$ cat config.mk
export PLATFORM = sky130hd
export DESIGN_NAME = cgf_gateway_fifo_ctrl
export DESIGN_NICKNAME = d
export VERILOG_FILES = /design/src/cgf_pkg.sv /design/src/cgf_gateway_fifo_ctrl.sv /design/src/cgf_obj_eval.sv
export SDC_FILE = /design/constraint.sdc
export NUM_CORES = 2
export LEC_CHECK = 0
export BUFFER_PORTS_ARGS = -buffer_cell sky130_fd_sc_hd__buf_2
export CORE_MARGIN = 2
export CORE_UTILIZATION = 34
export CTS_CLUSTER_DIAMETER = 60
export CTS_CLUSTER_SIZE = 24
export DETAILED_ROUTE_END_ITERATION = 6
export GPL_TIMING_DRIVEN = 0
export HOLD_SLACK_MARGIN = 0.06
export PLACE_DENSITY = 0.58
export SYNTH_ARGS = -nofsm -noshare
export SYNTH_HDL_FRONTEND = slang
export SYNTH_SLANG_ARGS = --single-unit
$ cat constraint.sdc
create_clock -name clk_sys -period 13.95 [get_ports clk_sys]
set_input_delay 1.395 -clock clk_sys [delete_from_list [all_inputs] [get_ports clk_sys]]
set_output_delay 1.395 -clock clk_sys [all_outputs]
set_load 0.005 [all_outputs]
$ cat src/cgf_pkg.sv
package cgf_pkg;

    localparam int NUM_OBJ = 32;
    localparam int PTR_W   = 5;

    // register map (byte addresses, one word per object each)
    localparam logic [11:0] OFS_CTRL_BASE = 12'h000; // low control word
    localparam logic [11:0] OFS_MODE_BASE = 12'h080; // mode and pointer
    localparam logic [11:0] OFS_STAT_BASE = 12'h100; // live per-object state

    // control word field positions
    localparam int GATEWAY_DATA_FRAME_SEND_POS  = 8;
    localparam int SOURCE_REMOTE_REQUEST_ENABLE_POS = 9;
    localparam int IDC_POS   = 10;
    localparam int LENGTH_CODE_COPY_POS  = 11;
    localparam int FD_POS    = 13;
    localparam int SDT_POS   = 14;
    localparam int STT_POS   = 15;
    localparam logic [15:0] CTRL_WMASK = 16'hEF00;
    localparam logic [15:0] CTRL_RST   = 16'h0000;

    // mode word field positions
    localparam int PTR_LSB = 0;
    localparam int MMC_LSB = 8;
    localparam logic [15:0] MODE_RST = 16'h0000;

    // status word field positions
    localparam int ST_TRANSMIT_REQUEST_POS = 0;
    localparam int ST_VAL_POS  = 1;
    localparam int ST_DIR_POS  = 2;

    typedef enum logic [2:0] {
        MMC_STD      = 3'h0,
        MMC_FIFOBASE = 3'h2,
        MMC_FIFOSLV  = 3'h3,
        MMC_NGW      = 3'h4,
        MMC_SGW      = 3'h5
    } cgf_mode_t;

    // one completed (or started) frame event from the frame engine
    typedef struct packed {
        logic             rxDone;    // correct reception finished
        logic             txStart;   // transmission started
        logic             txDone;    // correct transmission finished
        logic             remote;    // frame was a remote frame
        logic [PTR_W-1:0] obj;       // message object involved
        logic             gwMoved;   // new data moved through gateway
    } cgf_evt_t;

    // copy commands toward the object store
    typedef struct packed {
        logic             idCopy;
        logic             lenCopy;
        logic [PTR_W-1:0] src;
        logic [PTR_W-1:0] dst;
    } cgf_copy_t;

endpackage : cgf_pkg

$ cat src/cgf_gateway_fifo_ctrl.sv
// How it works
// RULE1: gateway send flag set and data moved: set pointed object's request.
// RULE2: gateway send flag evaluated only after a data frame reception.
// RULE3: remote frame, remote enable clear: set own transmit request.
// RULE4: remote frame, remote enable set: set pointed object's request.
// RULE5: remote enable only for gateway transmit objects after remote reception.
// RULE6: software never sets remote enable on FIFO objects.
// RULE7: software points destination at source to get a source remote frame.
// RULE8: identifier copy set copies receiver identifier to transmitter.
// RULE9: identifier copy honoured only in normal gateway mode.
// RULE10: length code copy set copies receiver length code on data frames.
// RULE11: length code copy applied only in normal gateway mode.
// RULE12: fifo direction clear: base pointer advances on correct reception.
// RULE13: fifo direction set: base pointer advances on correct transmission.
// RULE14: fifo direction read from base object only; software sets all alike.
// RULE15: single transfer set clears object valid after a data transfer.
// RULE16: remote frames never clear object valid.
// RULE17: software keeps single transfer clear in FIFO objects.
// RULE18: single transmit try clears transmit request when transmission starts.
// RULE19: single transmit try frames are never retransmitted.
// RULE20: mode codes 000 std, 010 base, 011 slave, 100 normal, 101 shared.
// RULE21: in normal gateway mode the pointer names the destination object.
// RULE22: every object holds its own control bits, evaluated per event.
`timescale 1ns/1ps
`default_nettype none
module cgf_gateway_fifo_ctrl
    import cgf_pkg::*;
(
    input  wire logic             clk_sys,       // 10 MHz clock
    input  wire logic             rst_n,         // async reset, active low
    // axi4-lite slave
    input  wire logic [11:0]      s_axi_awaddr,  // write address
    input  wire logic             s_axi_awvalid, // write address valid
    output logic                  s_axi_awready, // write address ready
    input  wire logic [31:0]      s_axi_wdata,   // write data
    input  wire logic [3:0]       s_axi_wstrb,   // write strobes
    input  wire logic             s_axi_wvalid,  // write data valid
    output logic                  s_axi_wready,  // write data ready
    output logic [1:0]            s_axi_bresp,   // write response
    output logic                  s_axi_bvalid,  // write response valid
    input  wire logic             s_axi_bready,  // write response ready
    input  wire logic [11:0]      s_axi_araddr,  // read address
    input  wire logic             s_axi_arvalid, // read address valid
    output logic                  s_axi_arready, // read address ready
    output logic [31:0]           s_axi_rdata,   // read data
    output logic [1:0]            s_axi_rresp,   // read response
    output logic                  s_axi_rvalid,  // read data valid
    input  wire logic             s_axi_rready,  // read data ready
    // frame engine side
    input  wire cgf_evt_t         evt,           // one-cycle frame event
    input  wire logic [NUM_OBJ-1:0] objDir,      // direction bit per object
    output logic [NUM_OBJ-1:0]    txRequest,     // transmit request per object
    output logic [NUM_OBJ-1:0]    objValid,      // valid control per object
    output cgf_copy_t             copyCmd,       // identifier/length copy
    output logic                  copyStb        // copy command strobe
);
    ////////////////////////////////////////////////////////////////////////
    logic [15:0]      ctrl_r [NUM_OBJ];
    logic [2:0]       mode_r [NUM_OBJ];
    logic [PTR_W-1:0] ptr_r  [NUM_OBJ];
    logic [NUM_OBJ-1:0] txRequest_r;
    logic [NUM_OBJ-1:0] objValid_r;

    function automatic logic [1:0] regGroup(input logic [11:0] a);
        regGroup = a[8:7];
    endfunction : regGroup

    function automatic logic [PTR_W-1:0] regIdx(input logic [11:0] a);
        regIdx = a[6:2];
    endfunction : regIdx

    ////////////////////////////////////////////////////////////////////////
    // axi write path: address and data latched independently
    logic [11:0] awAddr_r;
    logic [31:0] wData_r;
    logic [3:0]  wStrb_r;
    logic        awHave_r;
    logic        wHave_r;
    logic        bValid_r;
    logic [1:0]  bResp_r;
    logic        doWrite;

    assign s_axi_awready = !awHave_r && !bValid_r;
    assign s_axi_wready  = !wHave_r && !bValid_r;
    assign doWrite       = awHave_r && wHave_r && !bValid_r;
    assign s_axi_bvalid  = bValid_r;
    assign s_axi_bresp   = bResp_r;

    always_ff @(posedge clk_sys or negedge rst_n) begin
        if (!rst_n) begin
            awHave_r <= 1'b0;
            awAddr_r <= 12'h000;
        end else if (s_axi_awvalid && s_axi_awready) begin
            awHave_r <= 1'b1;
            awAddr_r <= s_axi_awaddr;
        end else if (doWrite) begin
            awHave_r <= 1'b0;
        end
    end

    always_ff @(posedge clk_sys or negedge rst_n) begin
        if (!rst_n) begin
            wHave_r <= 1'b0;
            wData_r <= 32'h0000_0000;
            wStrb_r <= 4'h0;
        end else if (s_axi_wvalid && s_axi_wready) begin
            wHave_r <= 1'b1;
            wData_r <= s_axi_wdata;
            wStrb_r <= s_axi_wstrb;
        end else if (doWrite) begin
            wHave_r <= 1'b0;
        end
    end

    logic wrOk;
    assign wrOk = (regGroup(awAddr_r) != 2'h3) && (awAddr_r[11:9] == 3'h0);

    always_ff @(posedge clk_sys or negedge rst_n) begin
        if (!rst_n) begin
            bValid_r <= 1'b0;
            bResp_r  <= 2'h0;
        end else if (doWrite) begin
            bValid_r <= 1'b1;
            bResp_r  <= wrOk ? 2'h0 : 2'h2;
        end else if (s_axi_bready) begin
            bValid_r <= 1'b0;
        end
    end

    ////////////////////////////////////////////////////////////////////////
    // axi read path
    logic        rValid_r;
    logic [31:0] rData_r;
    logic [1:0]  rResp_r;
    logic [PTR_W-1:0] ri;

    assign s_axi_arready = !rValid_r;
    assign s_axi_rvalid  = rValid_r;
    assign s_axi_rdata   = rData_r;
    assign s_axi_rresp   = rResp_r;
    assign ri            = regIdx(s_axi_araddr);

    always_ff @(posedge clk_sys or negedge rst_n) begin
        if (!rst_n) begin
            rValid_r <= 1'b0;
            rData_r  <= 32'h0000_0000;
            rResp_r  <= 2'h0;
        end else if (s_axi_arvalid && s_axi_arready) begin
            rValid_r <= 1'b1;
            rResp_r  <= 2'h0;
            rData_r  <= 32'h0000_0000;
            if (s_axi_araddr[11:9] != 3'h0) begin
                rResp_r <= 2'h2;
            end else begin
                unique case (regGroup(s_axi_araddr))
                    2'h0: rData_r[15:0] <= ctrl_r[ri];
                    2'h1: rData_r[15:0] <= {5'h00, mode_r[ri], 3'h0,
                                            ptr_r[ri]};
                    2'h2: rData_r[2:0]  <= {objDir[ri], objValid_r[ri],
                                            txRequest_r[ri]};
                    2'h3: rResp_r       <= 2'h2;
                endcase
            end
        end else if (s_axi_rready) begin
            rValid_r <= 1'b0;
        end
    end

    ////////////////////////////////////////////////////////////////////////
    // per-object evaluation
    logic [NUM_OBJ-1:0] setOwn, setPtr, identifier_copy, lenC, clrV, clrT;

    genvar g;
    generate
        for (g = 0; g < NUM_OBJ; g++) begin : gObj
            cgf_evt_t ev;
            always_comb begin
                ev = evt;
                ev.rxDone  = evt.rxDone  && (evt.obj == PTR_W'(g));
                ev.txStart = evt.txStart && (evt.obj == PTR_W'(g));
                ev.txDone  = evt.txDone  && (evt.obj == PTR_W'(g));
            end
            cgf_obj_eval uEval (                              // [RULE22]
                .ctrl     (ctrl_r[g]),
                .mode     (mode_r[g]),
                .ptr      (ptr_r[g]),
                .dir      (objDir[g]),
                .evt      (ev),
                .setOwnTx (setOwn[g]),
                .setPtrTx (setPtr[g]),
                .idCopy   (identifier_copy[g]),
                .lenCopy  (lenC[g]),
                .clrValid (clrV[g]),
                .clrTx    (clrT[g])
            );
        end
    endgenerate

    ////////////////////////////////////////////////////////////////////////
    // software register writes; the pointer also moves by fifo hardware
    logic [PTR_W-1:0] wi;
    logic [PTR_W-1:0] evObj;
    logic [PTR_W-1:0] baseObj;
    logic             fifoMember;
    logic             advance;

    assign wi      = regIdx(awAddr_r);
    assign evObj   = evt.obj;
    assign fifoMember = (mode_r[evObj] == MMC_FIFOSLV) ||
                        (mode_r[evObj] == MMC_FIFOBASE);
    // slaves point back at their base object
    assign baseObj = (mode_r[evObj] == MMC_FIFOBASE) ? evObj : ptr_r[evObj];

    always_comb begin
        advance = 1'b0;
        if (fifoMember && mode_r[baseObj] == MMC_FIFOBASE) begin
            if (!ctrl_r[baseObj][FD_POS]) begin // [RULE14]
                advance = evt.rxDone; // [RULE12]
            end else begin
                advance = evt.txDone; // [RULE13]
            end
        end
    end

    always_ff @(posedge clk_sys or negedge rst_n) begin
        if (!rst_n) begin
            for (int i = 0; i < NUM_OBJ; i++) begin
                ctrl_r[i] <= CTRL_RST;
                mode_r[i] <= MODE_RST[MMC_LSB +: 3];
                ptr_r[i]  <= MODE_RST[PTR_LSB +: PTR_W];
            end
        end else begin
            if (doWrite && wrOk && regGroup(awAddr_r) == 2'h0) begin
                if (wStrb_r[1]) begin
                    ctrl_r[wi][15:8] <= wData_r[15:8] & CTRL_WMASK[15:8];
                end
            end
            if (doWrite && wrOk && regGroup(awAddr_r) == 2'h1) begin
                if (wStrb_r[0]) begin
                    ptr_r[wi] <= wData_r[PTR_LSB +: PTR_W];
                end
                if (wStrb_r[1]) begin
                    mode_r[wi] <= wData_r[MMC_LSB +: 3]; // [RULE20]
                end
            end
            // hardware update wins over a same-cycle software write
            if (advance) begin
                ptr_r[baseObj] <= ptr_r[baseObj] + 1'b1; // [RULE12] [RULE13]
            end
        end
    end

    ////////////////////////////////////////////////////////////////////////
    // transmit request: hardware sets win over clears; valid: hardware clear wins over software write
    logic [NUM_OBJ-1:0] setTx;
    always_comb begin
        setTx = setOwn;
        for (int i = 0; i < NUM_OBJ; i++) begin
            if (setPtr[i]) begin
                setTx[ptr_r[i]] = 1'b1; // [RULE1] [RULE4]
            end
        end
    end

    // software sets requests and valid through the status word
    logic [NUM_OBJ-1:0] swStat;
    always_comb begin
        swStat = '0;
        if (doWrite && wrOk && regGroup(awAddr_r) == 2'h2 && wStrb_r[0]) begin
            swStat[wi] = 1'b1;
        end
    end

    always_ff @(posedge clk_sys or negedge rst_n) begin
        if (!rst_n) begin
            txRequest_r <= '0;
        end else begin
            for (int i = 0; i < NUM_OBJ; i++) begin
                if (setTx[i]) begin
                    txRequest_r[i] <= 1'b1;
                end else if (clrT[i]) begin
                    txRequest_r[i] <= 1'b0; // [RULE18]
                end else if (evt.txDone && evt.obj == i[PTR_W-1:0]) begin
                    txRequest_r[i] <= 1'b0;
                end else if (swStat[i]) begin
                    txRequest_r[i] <= wData_r[ST_TRANSMIT_REQUEST_POS];
                end
            end
        end
    end

    always_ff @(posedge clk_sys or negedge rst_n) begin
        if (!rst_n) begin
            objValid_r <= '0;
        end else begin
            for (int i = 0; i < NUM_OBJ; i++) begin
                if (clrV[i]) begin
                    objValid_r[i] <= 1'b0; // [RULE15]
                end else if (swStat[i]) begin
                    objValid_r[i] <= wData_r[ST_VAL_POS];
                end
            end
        end
    end

    ////////////////////////////////////////////////////////////////////////
    // copy command toward the object store, one cycle after the event
    always_ff @(posedge clk_sys or negedge rst_n) begin
        if (!rst_n) begin
            copyCmd <= '0;
            copyStb <= 1'b0;
        end else begin
            copyStb <= identifier_copy[evObj] || lenC[evObj];
            copyCmd.idCopy  <= identifier_copy[evObj];  // [RULE8]
            copyCmd.lenCopy <= lenC[evObj]; // [RULE10]
            copyCmd.src     <= evObj;
            copyCmd.dst     <= ptr_r[evObj];
        end
    end

    assign txRequest = txRequest_r;
    assign objValid  = objValid_r;

endmodule : cgf_gateway_fifo_ctrl
`default_nettype wire

$ cat src/cgf_obj_eval.sv
`timescale 1ns/1ps
`default_nettype none
module cgf_obj_eval
    import cgf_pkg::*;
(
    input  wire logic [15:0]      ctrl,      // object control word
    input  wire logic [2:0]       mode,      // object mode code
    input  wire logic [PTR_W-1:0] ptr,       // object pointer
    input  wire logic             dir,       // object direction bit
    input  wire cgf_evt_t         evt,       // frame event
    output logic                  setOwnTx,  // set own transmit request
    output logic                  setPtrTx,  // set pointed transmit request
    output logic                  idCopy,    // copy identifier
    output logic                  lenCopy,   // copy length code
    output logic                  clrValid,  // clear object valid
    output logic                  clrTx      // clear own transmit request
);
    logic gw;
    logic ngw;
    always_comb begin
        ngw = (mode == MMC_NGW);
        gw  = ngw || (mode == MMC_SGW);
        setOwnTx = 1'b0;
        setPtrTx = 1'b0;
        idCopy   = 1'b0;
        lenCopy  = 1'b0;
        clrValid = 1'b0;
        clrTx    = 1'b0;
        // data frame received on a gateway source
        if (evt.rxDone && !evt.remote && gw && evt.gwMoved) begin
            if (!dir && ctrl[GATEWAY_DATA_FRAME_SEND_POS]) begin // [RULE2]
                setPtrTx = 1'b1; // [RULE1] [RULE21]
            end
            idCopy  = ngw && ctrl[IDC_POS];   // [RULE8] [RULE9]
            lenCopy = ngw && ctrl[LENGTH_CODE_COPY_POS];  // [RULE10] [RULE11]
        end
        // remote frame received on a gateway transmit object
        if (evt.rxDone && evt.remote && gw && dir) begin // [RULE5]
            if (ctrl[SOURCE_REMOTE_REQUEST_ENABLE_POS]) begin
                setPtrTx = 1'b1; // [RULE4]
            end else begin
                setOwnTx = 1'b1; // [RULE3]
            end
            idCopy = ngw && ctrl[IDC_POS]; // [RULE8] [RULE9]
        end
        if ((evt.rxDone || evt.txDone) && !evt.remote && ctrl[SDT_POS]) begin
            clrValid = 1'b1; // [RULE15] [RULE16]
        end
        if (evt.txStart && ctrl[STT_POS]) begin
            clrTx = 1'b1; // [RULE18] [RULE19]
        end
    end
endmodule : cgf_obj_eval
`default_nettype wire

# Word level (Yosys, flattened, before mapping)
# Cells that the tools add are included.
# word_totals
register_bits	899
input_bits	109
output_inout_bits	118
# classes
addsub	1
n_lt_le_gt_ge	74
eq_ne	104
mux	708
bitwise_logic	36
reduce_logical	707
# ops
operator	count
32-bit 2-to-1 mux	33
32-bit OR	32
1-bit 2-to-1 mux	591
1-bit logical AND	529
512-bit bitwise mux	1
160-bit 2-to-1 mux	3
160-bit bitwise mux	2
5-bit by 6-bit < comparator with 1-bit output, second input constant	35
3-bit equality test, second input constant	64
1-bit demux with 5-bit select	33
5-bit by 1-bit >= comparator with 1-bit output, second input constant	33
16-bit binary-select mux with 5-bit select	2
4-bit nonzero test	32
96-bit bitwise mux	1
16-bit demux with 5-bit select	1
5-bit equality test, second input constant	16
5-bit binary-select mux with 5-bit select	3
2-bit nonzero test	36
1-bit logical OR	66
16-bit 2-to-1 mux	4
5-bit demux with 5-bit select	2
3-bit binary-select mux with 5-bit select	3
5-bit 2-to-1 mux	9
5-bit by 4-bit equality test with 1-bit output, second input constant	8
24 further kinds	91

# Logic depth before layout (Yosys ltp)
# logic_depth
depth_word	72
ltp_mapped	23

# Hierarchy
# From an unflattened synthesis, not the netlist that was laid out.
# unflattened
hier_cells	4723
hier_area_um2	47445.5
# modules_own_cells
module	instances	cells_each	area_each_um2	seq_area_each_um2
cgf_gateway_fifo_ctrl	1	4307	44362.5	14989.4
cgf_obj_eval	32	13	96.3	0.0

# Least setup slack after synthesis
# OpenSTA, ideal clock, no wires.
# synth_timing
path_kind	input-to-reg
startpoint	in evt[1] (netlist name)
endpoint	reg ptr_r[9] (netlist name)
arrival_ps	6236
path_slack_ps	7581
stages	21
path_buffers	8
cell_sequence	buf_4 > buf_2 > clkbuf_1 > mux4_2 > mux4_2 > nand2_1 > nand2_1 > mux2i_1 > buf_2 > buf_2 > buf_2 > mux2i_1 > o22ai_1 > nor4_1 > clkbuf_1 > ha_1 > inv_1 > nor3b_1 > xor2_1 > buf_2 > mux2i_1
# synth_via
elab_chain_cells	14
word_cells_on_any_way	33
cone_classes	1 x add/sub; 2 x order compare; 3 x eq/ne; 22 x mux; 2 x bitwise; 3 x reduce/logical
# synth_lines
item	line_no	source
start, declared	cgf_gateway_fifo_ctrl.sv:50	input wire cgf_evt_t evt,
parallel branches: the longest is 13 deep, another holds 5-bit by 1-bit adder with 5-bit output	-	
160-bit 2-to-1 mux *	cgf_gateway_fifo_ctrl.sv:247	if (advance) begin
end signal, assigned by index	cgf_gateway_fifo_ctrl.sv:230	ptr_r[i] <= MODE_RST[PTR_LSB +: PTR_W];
end signal, assigned by index	cgf_gateway_fifo_ctrl.sv:240	ptr_r[wi] <= wData_r[PTR_LSB +: PTR_W];
end signal, assigned by index	cgf_gateway_fifo_ctrl.sv:248	ptr_r[baseObj] <= ptr_r[baseObj] + 1'b1;
end, declared	cgf_gateway_fifo_ctrl.sv:60	logic [PTR_W-1:0] ptr_r [NUM_OBJ];
# Every way passes the cells marked *. The select of a mux whose other input is x is not followed.
# A chain may end at the register's enable or synchronous reset.

# Worst setup path after layout
# layout_timing
startpoint	in evt[2] (netlist name)
endpoint	reg ptr_r[99] (netlist name)
# The elaborated chain is that of the path after synthesis.

==> impl_metrics.tcl <==
set metrics [dict create \
    cp_max_fo 10 \
    row_count 134 \
    clockPowerShare_pct 33.5 \
    synth_mux_area_share_pct 33.2 \
    ys_warn_count 0 \
    die_w_microns 370 \
    ys_async_sr_fraction_pct 100 \
    netlist-cell-type-count 74 \
    grt_max_degree 117 \
    syn2layout_area_growth_pct 15.9 \
    num_io_pins 227 \
    syn_avg_cell_area_sq_um 9.96 \
    htreeDepth 3 \
    worst-slew-pin-transition_ns 1.78 \
    numCtsBuffers 72 \
    syn_area_sq_um 45400 \
    combPwrFrac_pct 33.3 \
    routabilityCongestion 1.14 \
    fin_crit_ns 9.50 \
    worst_path_largest_cell_delay_ns 0.81 \
    track_usage_pct 54.8 \
    r2r-start "ptr_r[31]" \
    timing.fmax_mhz 105 \
    port_buffers 171 \
    layout.nets 5014 \
    cp-end-kind "register" \
    grt_pass1_wl_mm 488 \
    pwr-share-seq_pct 33.3 \
    min-delay-start "s_axi_rdata[4]" \
    p_sw_w 0.00293 \
    core_area_sq_um 133000 \
    max_slew_margin_pct -18.8 \
    first_pass_iters 7 \
    die_h_microns 370 \
    internal_power_w 0.00349 \
    dp_hpwl_mm 304 \
    failed_checks "DRC, capacitance limit, slew limit" \
    clk_pin_slew_worst_paths_ns 0.07 \
    route.vias.total 52200 \
    path_cells "buf_2 > buf_2 > clkbuf_1 > buf_2 > mux4_2 > mux4_2 > nand2_1 > nand2_1 > mux2i_1 > buf_2 > buf_2 > buf_2 > mux2i_1 > o22ai_1 > nor4_2 > clkbuf_1 > ha_1 > inv_1 > nor3b_1 > xor2_1 > buf_2 > mux2i_1" \
    critPathLaunch "evt[2]" \
    ant_nets 0 \
    r2r_slack_ns 5.96 \
    antenna_found_initial 55 \
    synth_top_family_by_area "multiplexers" \
    clockBufferDepth 3 \
    ys_seq_area_share_pct 33.0 \
    dp.cells 6594 \
    status "complete, but fails checks" \
    setup_violations 0 \
    synth_ff_type "dfrtp_1" \
    drc 6 \
    routedWlPerCell_microns 56.9 \
    fin_crit_sh_pct 68.1 \
    crit_required_ns 14.52 \
    critPathArrivalTime_ns 10.07 \
    clk_latency_ns 0.75 \
    stdcell_count 6781 \
    syn_inst 4562 \
    rsz0062_at_grt "no" \
    path_class "input port to register" \
    ctsResizeCount 0 \
    holdBufCountCts 0 \
    crit_slowest_cell "clkbuf_1" \
    synth_edf_count 0 \
    crit_end "ptr_r[99]" \
    cts_tree "built" \
    slew_violations 273 \
    cts.sinks 599 \
    post_cts_buffers 0 \
    drive_above_1_share_pct 25.4 \
    cellPowerDensity_nw_per_um2 122 \
    leakagePower_nw 22.1 \
    netSwitchingFraction_pct 45.6 \
    start_util_pct 34.1 \
    synth-compound-area-share_pct 11.4 \
    ir_worst_vdd_mv 0.132 \
    dieArea_sq_um 137000 \
    synth_fa_ha_area_share_pct 0.0275 \
    drt_wl_total_mm 386 \
    hold_viol_final 0 \
    synth-xor-area-share_pct 0.0578 \
    fin_util_pct 39.6 \
    hold_class "register to register" \
    first_global_vias 47700 \
    cap_violations 38 \
    overflow 0 \
    path_common_cell "buf_2" \
    r2r_cells 19 \
    drt-vias-per-instance 7.70 \
    regToRegEndpoint "ptr_r[99]" \
    nFillCells 13400 \
    critPathLaunchType "input port" \
    drtIter0Drc 9928 \
    synth_simple_gate_area_share_pct 17.7 \
    fin_skew_ns 0.0602 \
    synth-seq-cells 599 \
    clockRootBuffer "clkbuf_16" \
]
[power by group through the flow]
| stage | sequential [W] | clock, W | combinational, W |
|---|---|---|---|
| CTS | 0.00210 | 0.00214 | 0.00198 |
| finish | 0.00214 | 0.00215 | 0.00214 |
| floorplan | 0.00200 | 0 | 0.00100 |
| global placement | 0.00213 | 0 | 0.00194 |
| detailed placement | 0.00214 | 0 | 0.00198 |
| global route | 0.00213 | 0.00220 | 0.00211 |
[metrics by stage]
step | power [W] | worst slack, ns | setup TNS (ns) | instance area (sq um) | hold WS (ns)
5_1_grt | 0.00643 | 4.66 | 0 | 52500 | 0.495
6_report | 0.00642 | 4.45 | 0 | 52700 | 0.478
3_3_place_gp | 0.00407 | -1.86 | -948.09 | 48600 | 0.459
4_1_cts | 0.00622 | 4.64 | 0 | 52500 | 0.466
3_5_place_dp | 0.00411 | 3.97 | 0 | 49800 | 0.470
2_1_floorplan | 0.00300 | 7.58 | 0 | 45500 | 0.442
[synthesized netlist by cell type, types with 28 or more instances]
| library cell | n | area share, % |
|---|---|---|
| dfrtp_1 | 599 | 33 |
| mux2i_1 | 466 | 10 |
| nand2_1 | 390 | 3.2 |
| mux2_2 | 381 | 9.4 |
| nor2_1 | 376 | 3.1 |
| clkbuf_1 | 305 | 2.5 |
| o22ai_1 | 268 | 3.7 |
| mux4_2 | 255 | 13 |
| nand3_1 | 125 | 1.4 |
| a21oi_1 | 113 | 1.2 |
| nor3_1 | 108 | 1.2 |
| nand3b_1 | 105 | 1.7 |
| nor4_1 | 90 | 1.2 |
| a31oi_1 | 65 | 0.89 |
| buf_2 | 62 | 0.68 |
| inv_1 | 59 | 0.49 |
| o21ai_0 | 52 | 0.57 |
| or4_1 | 50 | 0.83 |
| o221ai_1 | 44 | 0.85 |
| nand4_1 | 42 | 0.58 |
| or3b_2 | 39 | 0.75 |
| buf_1 | 37 | 0.31 |
| a221oi_1 | 36 | 0.69 |
| buf_4 | 35 | 0.58 |
| nor3b_1 | 34 | 0.56 |
| mux2_1 | 32 | 0.79 |
| nand2b_1 | 32 | 0.44 |
| o32ai_1 | 30 | 0.58 |
| nand4b_1 | 29 | 0.56 |
| a2111oi_0 | 28 | 0.54 |
| or3_1 | 28 | 0.39 |
[worst max-delay path, delay by kind of cell]
family	cells	cell delay (ns)
muxes	5	1.94
and+or+nand+nor	4	1.51
adders and majority gates	1	0.33
AOI/OAI and AO/OA	1	0.16
xor gates and xnor gates	1	0.46
buffers and inverters	10	4.19
[routing by layer]
| metal | wire length (microns) | vias up | part of all wire, % | track usage [%] |
|---|---|---|---|---|
| li1 | - | 18400 | - | - |
| met1 | 143000 | 26700 | 37 | 67.3 |
| met2 | 145000 | 5589 | 37 | 71.0 |
| met3 | 64600 | 1495 | 17 | 32.2 |
| met4 | 32600 | 46 | 8.4 | 36.6 |
| met5 | 615 | - | 0.16 | 1.92 |
[cell usage in the layout, fill, tap and decap left out, types with 42 or more instances in the layout]
cell type,count
mux2i_1,466
buf_2,239
diode_2,50
nand4_1,42
mux2_2,381
o22ai_1,268
o221ai_1,44
nand3b_1,105
clkbuf_1,299
a31oi_1,63
inv_1,59
dfrtp_1,599
nor2_1,372
buf_4,60
a21oi_1,113
or4_1,50
o21ai_0,50
nand2_1,390
nor3_1,73
clkbuf_16,73
mux4_2,255
nand3_1,125
nor4_1,71
[worst min path at each step]
| stage | end | depth (start not counted) | slack (ns) |
|---|---|---|---|
| finish | s_axi_rdata[4] | 2 | 0.48 |
| CTS | objValid[13] | 1 | 0.47 |
| global placement | s_axi_rdata[2] | 1 | 0.46 |
| global route | objValid[4] | 1 | 0.49 |
| detailed placement | s_axi_rdata[2] | 1 | 0.47 |
| floorplan | objValid[10] | 1 | 0.44 |
[layout make-up]
class	count	area [sq um]	share of cell area, %
plain buffers	442	1910	3.64
multi-input cells	3482	28800	54.7
clock buffers	75	1830	3.48
clock inverters	58	833	1.58
diodes	50	125	0.238
inverters	60	225	0.428
repair buffers	247	1730	3.28
flip-flops and latches	599	15000	28.5
well taps	1768	2210	4.20
[flip-flops by register name, summed over array words and instances, names as in the netlist]
signal and count:
copyStb 1, s_axi_rdata 12, copyCmd 12, s_axi_bvalid 1
wStrb_r 2, s_axi_rvalid 1, wData_r 12, mode_r 96
s_axi_bresp 1, awHave_r 1, s_axi_rresp 1, objValid 32
txRequest 32, ptr_r 160, wHave_r 1, ctrl_r 224
awAddr_r 10
[cell families after synthesis]
kind of cell    count (synthesis)
compound gates                761
xor+xnor                        3
fa+ha+maj                       1
buf+inv                       502
flops                         599
mux                          1135
other cells                     1
simple gates                 1560
(Power assumes the default switching activity.)
